`src/include/pwd_defines.svh`:
```
// Offsets, field positions, reset values and widths for the prefetch window decoder
`ifndef PWD_DEFINES_SVH
`define PWD_DEFINES_SVH
`define PWD_OFS_BOTTOM 8'h24
`define PWD_OFS_TOP 8'h26
`define PWD_OFS_BOTTOM_HI 8'h28
`define PWD_OFS_TOP_HI 8'h2C
`define PWD_FIELD_MSB 15
`define PWD_FIELD_LSB 4
`define PWD_FLAG_MSB 3
`define PWD_FLAG_LSB 0
`define PWD_DW_MASK 8'hFC
`define PWD_TOP_POS 16
`define PWD_WIDE_FLAG 4'h1
`define PWD_FIELD_RST 12'h000
`define PWD_HI_RST 32'h00000000
`define PWD_LOW_ZERO 20'h00000
`define PWD_LOW_ONES 20'hFFFFF
`define PWD_CFG_OFS_W 8
`define PWD_ADDR_W 64
`endif

```
`src/include/pwd_pkg.sv`:
```
// Types shared by the prefetch window decoder
package pwd_pkg;
  typedef logic [63:0] pwd_addr_t;
  typedef logic [11:0] pwd_field_t;
  typedef logic [31:0] pwd_word_t;
  typedef enum logic [1:0] {
    PWD_WIN_OFF,
    PWD_WIN_ON
  } pwd_win_e;
endpackage

```
`src/rtl/pwd_range_cmp.sv`:
```
// Registered compare of an address against an inclusive window
`timescale 1ns/1ns
`include "pwd_defines.svh"
module pwd_range_cmp #(
  parameter int AW = `PWD_ADDR_W
) (
  input wire logic clk,
  input wire logic rst_n,
  input wire logic req_valid,
  input wire logic [AW-1:0] req_addr,
  input wire logic [AW-1:0] lo,
  input wire logic [AW-1:0] hi,
  input wire logic enable,
  output logic hit,
  output logic done
);
  logic hit_r, hit_nxt;
  logic done_r, done_nxt;

  always_comb begin
    done_nxt = req_valid;
    hit_nxt = req_valid && enable && (req_addr >= lo) && (req_addr <= hi);
  end

  always_ff @(posedge clk) begin
    if (!rst_n) begin
      hit_r <= 1'b0;
      done_r <= 1'b0;
    end else begin
      hit_r <= hit_nxt;
      done_r <= done_nxt;
    end
  end

  assign hit = hit_r;
  assign done = done_r;
endmodule // pwd_range_cmp

```
`src/rtl/pwd_window_decode.sv`:
```
// Prefetchable window registers and downstream forward decision
`timescale 1ns/1ns
`include "pwd_defines.svh"
module pwd_window_decode (
  input wire logic MCLK,
  input wire logic RST_N,
  input wire logic CFG_WR,
  input wire logic CFG_RD,
  input wire logic [`PWD_CFG_OFS_W-1:0] CFG_ADDR,
  input wire logic [3:0] CFG_BE,
  input wire logic [31:0] CFG_WDATA,
  output logic [31:0] CFG_RDATA,
  output logic CFG_RVALID,
  input wire logic MEM_REQ,
  input wire logic [`PWD_ADDR_W-1:0] MEM_ADDR,
  output logic FWD_HIT,
  output logic FWD_DONE,
  output logic WIN_ENABLED
);
  pwd_pkg::pwd_field_t bottom_field_r, bottom_field_nxt;
  pwd_pkg::pwd_field_t top_field_r, top_field_nxt;
  pwd_pkg::pwd_word_t bottom_hi_r, bottom_hi_nxt;
  pwd_pkg::pwd_word_t top_hi_r, top_hi_nxt;
  logic [31:0] rdata_r, rdata_nxt;
  logic rvalid_r, rvalid_nxt;
  pwd_pkg::pwd_win_e win_r, win_nxt;
  logic win_en_r, win_en_nxt;
  pwd_pkg::pwd_addr_t base_addr, limit_addr;

  // Merge a 32-bit write into an old word under byte enables
  function automatic pwd_pkg::pwd_word_t merge_be(input pwd_pkg::pwd_word_t old, input pwd_pkg::pwd_word_t wd,
                                                  input logic [3:0] be);
    pwd_pkg::pwd_word_t res;
    res = old;
    for (int i = 0; i < 4; i++) begin
      if (be[i]) begin
        res[i*8 +: 8] = wd[i*8 +: 8];
      end
    end
    return res;
  endfunction

  // Dword holding both 16-bit window registers, bottom low, top high
  function automatic pwd_pkg::pwd_word_t low_dword(input pwd_pkg::pwd_field_t b, input pwd_pkg::pwd_field_t t);
    return {t, `PWD_WIDE_FLAG, b, `PWD_WIDE_FLAG};
  endfunction

  // Window bounds
  always_comb begin
    base_addr = {bottom_hi_r, bottom_field_r, `PWD_LOW_ZERO};
    limit_addr = {top_hi_r, top_field_r, `PWD_LOW_ONES};
  end

  // Register writes and reads; 16-bit registers share the dword at the bottom offset
  always_comb begin
    pwd_pkg::pwd_word_t merged;
    merged = 32'h00000000;
    bottom_field_nxt = bottom_field_r;
    top_field_nxt = top_field_r;
    bottom_hi_nxt = bottom_hi_r;
    top_hi_nxt = top_hi_r;
    rdata_nxt = rdata_r;
    rvalid_nxt = 1'b0;
    if (CFG_WR) begin
      unique case (CFG_ADDR & `PWD_DW_MASK)
        `PWD_OFS_BOTTOM: begin
          merged = merge_be(low_dword(bottom_field_r, top_field_r), CFG_WDATA, CFG_BE);
          bottom_field_nxt = merged[`PWD_FIELD_MSB:`PWD_FIELD_LSB];
          top_field_nxt = merged[`PWD_TOP_POS+`PWD_FIELD_MSB:`PWD_TOP_POS+`PWD_FIELD_LSB];
        end
        `PWD_OFS_BOTTOM_HI: begin
          bottom_hi_nxt = merge_be(bottom_hi_r, CFG_WDATA, CFG_BE);
        end
        `PWD_OFS_TOP_HI: begin
          top_hi_nxt = merge_be(top_hi_r, CFG_WDATA, CFG_BE);
        end
        default: begin
        end
      endcase
    end
    if (CFG_RD) begin
      rvalid_nxt = 1'b1;
      unique case (CFG_ADDR & `PWD_DW_MASK)
        `PWD_OFS_BOTTOM: rdata_nxt = low_dword(bottom_field_r, top_field_r);
        `PWD_OFS_BOTTOM_HI: rdata_nxt = bottom_hi_r;
        `PWD_OFS_TOP_HI: rdata_nxt = top_hi_r;
        default: rdata_nxt = 32'h00000000;
      endcase
    end
  end

  // Window state follows the bounds
  always_comb begin
    win_nxt = (limit_addr < base_addr) ? pwd_pkg::PWD_WIN_OFF : pwd_pkg::PWD_WIN_ON;
    win_en_nxt = (win_nxt == pwd_pkg::PWD_WIN_ON);
  end

  always_ff @(posedge MCLK) begin
    if (!RST_N) begin
      bottom_field_r <= `PWD_FIELD_RST;
      top_field_r <= `PWD_FIELD_RST;
      bottom_hi_r <= `PWD_HI_RST;
      top_hi_r <= `PWD_HI_RST;
      rdata_r <= 32'h00000000;
      rvalid_r <= 1'b0;
      win_r <= pwd_pkg::PWD_WIN_ON;
      win_en_r <= 1'b1;
    end else begin
      bottom_field_r <= bottom_field_nxt;
      top_field_r <= top_field_nxt;
      bottom_hi_r <= bottom_hi_nxt;
      top_hi_r <= top_hi_nxt;
      rdata_r <= rdata_nxt;
      rvalid_r <= rvalid_nxt;
      win_r <= win_nxt;
      win_en_r <= win_en_nxt;
    end
  end

  pwd_range_cmp #(
    .AW(`PWD_ADDR_W)
  ) u_cmp (
    .clk(MCLK),
    .rst_n(RST_N),
    .req_valid(MEM_REQ),
    .req_addr(MEM_ADDR),
    .lo(base_addr),
    .hi(limit_addr),
    .enable(limit_addr >= base_addr),
    .hit(FWD_HIT),
    .done(FWD_DONE)
  );

  assign CFG_RDATA = rdata_r;
  assign CFG_RVALID = rvalid_r;
  assign WIN_ENABLED = win_en_r;
endmodule // pwd_window_decode

```
`config.mk`:
```
export PLATFORM = sky130hd
export DESIGN_NAME = pwd_window_decode
export DESIGN_NICKNAME = d
export VERILOG_FILES = /design/src/include/pwd_pkg.sv /design/src/rtl/pwd_range_cmp.sv /design/src/rtl/pwd_window_decode.sv
export VERILOG_INCLUDE_DIRS = /design/src /design/src/include
export SDC_FILE = /design/constraint.sdc
export NUM_CORES = 1
export LEC_CHECK = 0
export ABC_AREA = 1
export BUFFER_PORTS_ARGS = -buffer_cell sky130_fd_sc_hd__buf_4
export CELL_PAD_IN_SITES_DETAIL_PLACEMENT = 0
export CELL_PAD_IN_SITES_GLOBAL_PLACEMENT = 1
export CORE_MARGIN = 1.5
export CORE_UTILIZATION = 35
export CTS_CLUSTER_SIZE = 8
export DETAILED_ROUTE_END_ITERATION = 8
export PLACE_DENSITY = 0.79
export SLEW_MARGIN = 20
export SYNTH_ARGS = -nofsm -noshare
export SYNTH_HDL_FRONTEND = slang
export SYNTH_SLANG_ARGS = --single-unit
```
`constraint.sdc`:
```
create_clock -name MCLK -period 1.9 [get_ports MCLK]
set_input_delay 0.285 -clock MCLK [delete_from_list [all_inputs] [get_ports MCLK]]
set_output_delay 0.285 -clock MCLK [all_outputs]
set_load 0.01 [all_outputs]
```
==> impl_metrics.toml <==
[run_status]
status = "complete, no violations"

[floorplan]
fp.dieW_um = 154
start_util = 0.355
ios = 149
dieArea_um2 = 23700
rows = 55
die_h_um = 154
core_region_area_um2 = 22500

[setup_path]
crit_path_end_kind = "flop"
crit_path_cell_trace = "inv_1, ha_1, nand2_1, nor2_2, nand2_1, or2_4, nor2_2, inv_1, nor2_1, nor2_1, nor2_1"
start_kind = "flop"
cpMostUsedCell = "nor2_1"
max_stage_delay_ps = 300
cp.required_ps = 2260
cp_max_fo = 4
crit_slowest_cell = "dfxtp_1"
worst-setup-path-type = "flop to flop"
cp_data_arrival_time_ps = 2130

[logic_synthesis]
synth_top_area_frac = 0.311
synth_nets = 1348
synth_most_common_cell = "nand2_1"
synth_edf_count = 0
synth_top_area_cell = "dfxtp_1"
synthTopCellsByCount = "nand2_1 (205), a21oi_1 (176), inv_1 (136)"
synth-xor-area-share = 0
yosys_most_used_dff = "dfxtp_1"
syn_area_um2 = 7980
synthSimpleGateAreaFrac = 0.169
async_flop_share = 0
ys_warn_count = 0
yosysSeqAreaShare = 0.311
synth_compound_area_frac = 0.225
synth_mux_area_frac = 0
ys_types = 30
synthTopCellsByArea = "dfxtp_1 (31%), ha_1 (21%), a21oi_1 (11%), nand2_1 (9.6%), o21ai_0 (6.5%)"
synth_top_family_by_area = "compound AO/OA/AOI/OAI gates"
syn-mean-instance-area_um2 = 7.23
yosys.area_share.adder = 0.205
synth_cells = 1104
synth_seq_cells = 124

[global_route]
grt.total_usage = 0.203
grt_pass1_wl_mm = 37.3
grt-ovfl-total = 0
antenna_found_initial = 0
grt_max_degree = 47
grt_pass1_vias = 7266

[clocking]
clockBufferDepth = 2
hold_buffers = 0
cts_tree = "done"
cts.sinks = 124
clk_pin_slew_worst_paths_ps = 60
h-tree-depth = 4
cts_buffers = 17
clk_latency_ps = 430
postCtsSetupBuffers = 0
root_buffer = "clkbuf_16"

[pwr]
p_clk_frac = 0.493
pwr-share-comb = 0.115
p_switching_mw = 1.66
p_leak_nw = 4.33
seq_power_share = 0.392
power_mw = 6.69
p_per_area_nw_per_um2 = 654
internal-power_mw = 5.03
peakVddDrop_mv = 0.498
netSwitchingFraction = 0.248

[placement]
gp_congestion = 0.845
io_buffers = 146
hpwl_mm = 18.7

[drt]
drtPass1Iterations = 5
num_vias = 7756
drc = 0
wirelength_mm = 24.0
wl_per_cell_um = 15.5
dr.first_iter.drc_count = 410
vias_per_cell = 5.00
antenna_left = 0

[run]
cap_violations = 0

[timing]
finalSetupViolations = 0
max_freq_ghz = 0.565
maxSlewHeadroom = 0.668
worstMarginPinSlew_ps = 498
drv_slew = 0
fin_crit_sh = 0.932
period_needed_ps = 1770
skew_ps = 14.2
hold_violations = 0

[layout]
fin_util = 0.455
fin_nets = 1497
layout-drive-gt1-share = 0.206
antenna_cells = 0
syn2layout_area_growth_pct = 28.2

[worst_hold_path]
hp-class = "input port to flop"
routing by layer:
layer	up-vias	track usage	routed length, um
met5	-	0	0
met4	0	0.0698	493
met3	26	0.0349	1060
met2	184	0.328	10800
met1	3517	0.273	11600
li1	4029	-	-
metrics by stage:
step / worst slack, ps / hold slack (ps) / cell area, um^2 / instances / setup TNS (ps)
finish: 130 / 114 / 10200 / 1550 / 0
global route: -0.646 / 115 / 10200 / 1550 / -0.646
CTS: 41.3 / 99.0 / 10000 / 1550 / 0
detailed placement: -2.17 / 457 / 9430 / 1519 / -2.17
global placement: 8.31 / 455 / 9430 / 1519 / 0
floorplan: 354 / 397 / 7980 / 1104 / 0
flip-flops by register name, indices dropped and copies added, names as in the netlist:
name            flops
bottom_field_r     12
top_field_r        12
WIN_ENABLED         1
CFG_RVALID          1
u_cmp.done          1
u_cmp.hit           1
top_hi_r           32
bottom_hi_r        32
CFG_RDATA          32
path summary, 6_finish.rpt:
check | to | slack, ps | from | cells after the start
max | u_cmp.hit | 130 | bottom_hi_r[27] | 11
min | bottom_field_r[0] | 110 | CFG_WDATA[4] | 3
min reg2reg | CFG_RDATA[15] | 460 | CFG_RDATA[15] | 2
max reg2reg | u_cmp.hit | 130 | bottom_hi_r[27] | 11
cell families after synthesis:
logic type,count (synthesis)
buf+inv,178
simple gates,327
fa+ha+maj,131
compound gates,344
flops,124
final cells by class:
type                       instances  area (um^2)
multi-input combinational        802         4970
timing repair buffer             168         1290
sequential                       124         2490
clock inverter                     9          113
fill                            2301        12300
tap                              285          357
clock buffer                      22          484
inverter                         140          526
power by group through the flow:
stage               clock network [mW]  logic, mW  registers, mW
floorplan                            0      0.366           2.68
global placement                     0      0.733           2.68
detailed placement                   0      0.745           2.68
CTS                               3.35      0.749           2.62
global route                      3.48      0.868           2.62
finish                            3.30      0.772           2.62
critical path, delay by kind of cell, from the launching register on:
family                     cells  cell delay, ps
adders and majority gates      1             300
buffers and inverters          2             130
and+or+nand+nor                8             970
DFF                            1             300
repair_timing:
| action | 4_1_cts | 5_1_grt |
|---|---|---|
| resized for setup | 1 | 52 |
| endpoints found under the setup margin | 1 | 1 |
| endpoints found under the hold margin | 0 | 0 |
| gates cloned | 0 | 0 |
| pin swaps | 0 | 11 |
layout by cell type, fill, tap and decap left out, drive strengths merged, types with 3 or more instances in the layout:
master | netlist | final
nand2 | 205 | 205
a21oi | 176 | 176
buf | 19 | 168
inv | 140 | 140
ha | 131 | 131
o21ai | 125 | 125
dfxtp | 124 | 124
nor2 | 83 | 83
o22ai | 31 | 31
clkbuf | 19 | 22
nand3 | 17 | 17
nand4 | 10 | 10
o21a | 6 | 6
nor4 | 5 | 5
clkinvlp | 0 | 4
nor3 | 4 | 4
a21o | 3 | 3
clkinv | 0 | 3
Power figures use the tool's default switching activity.
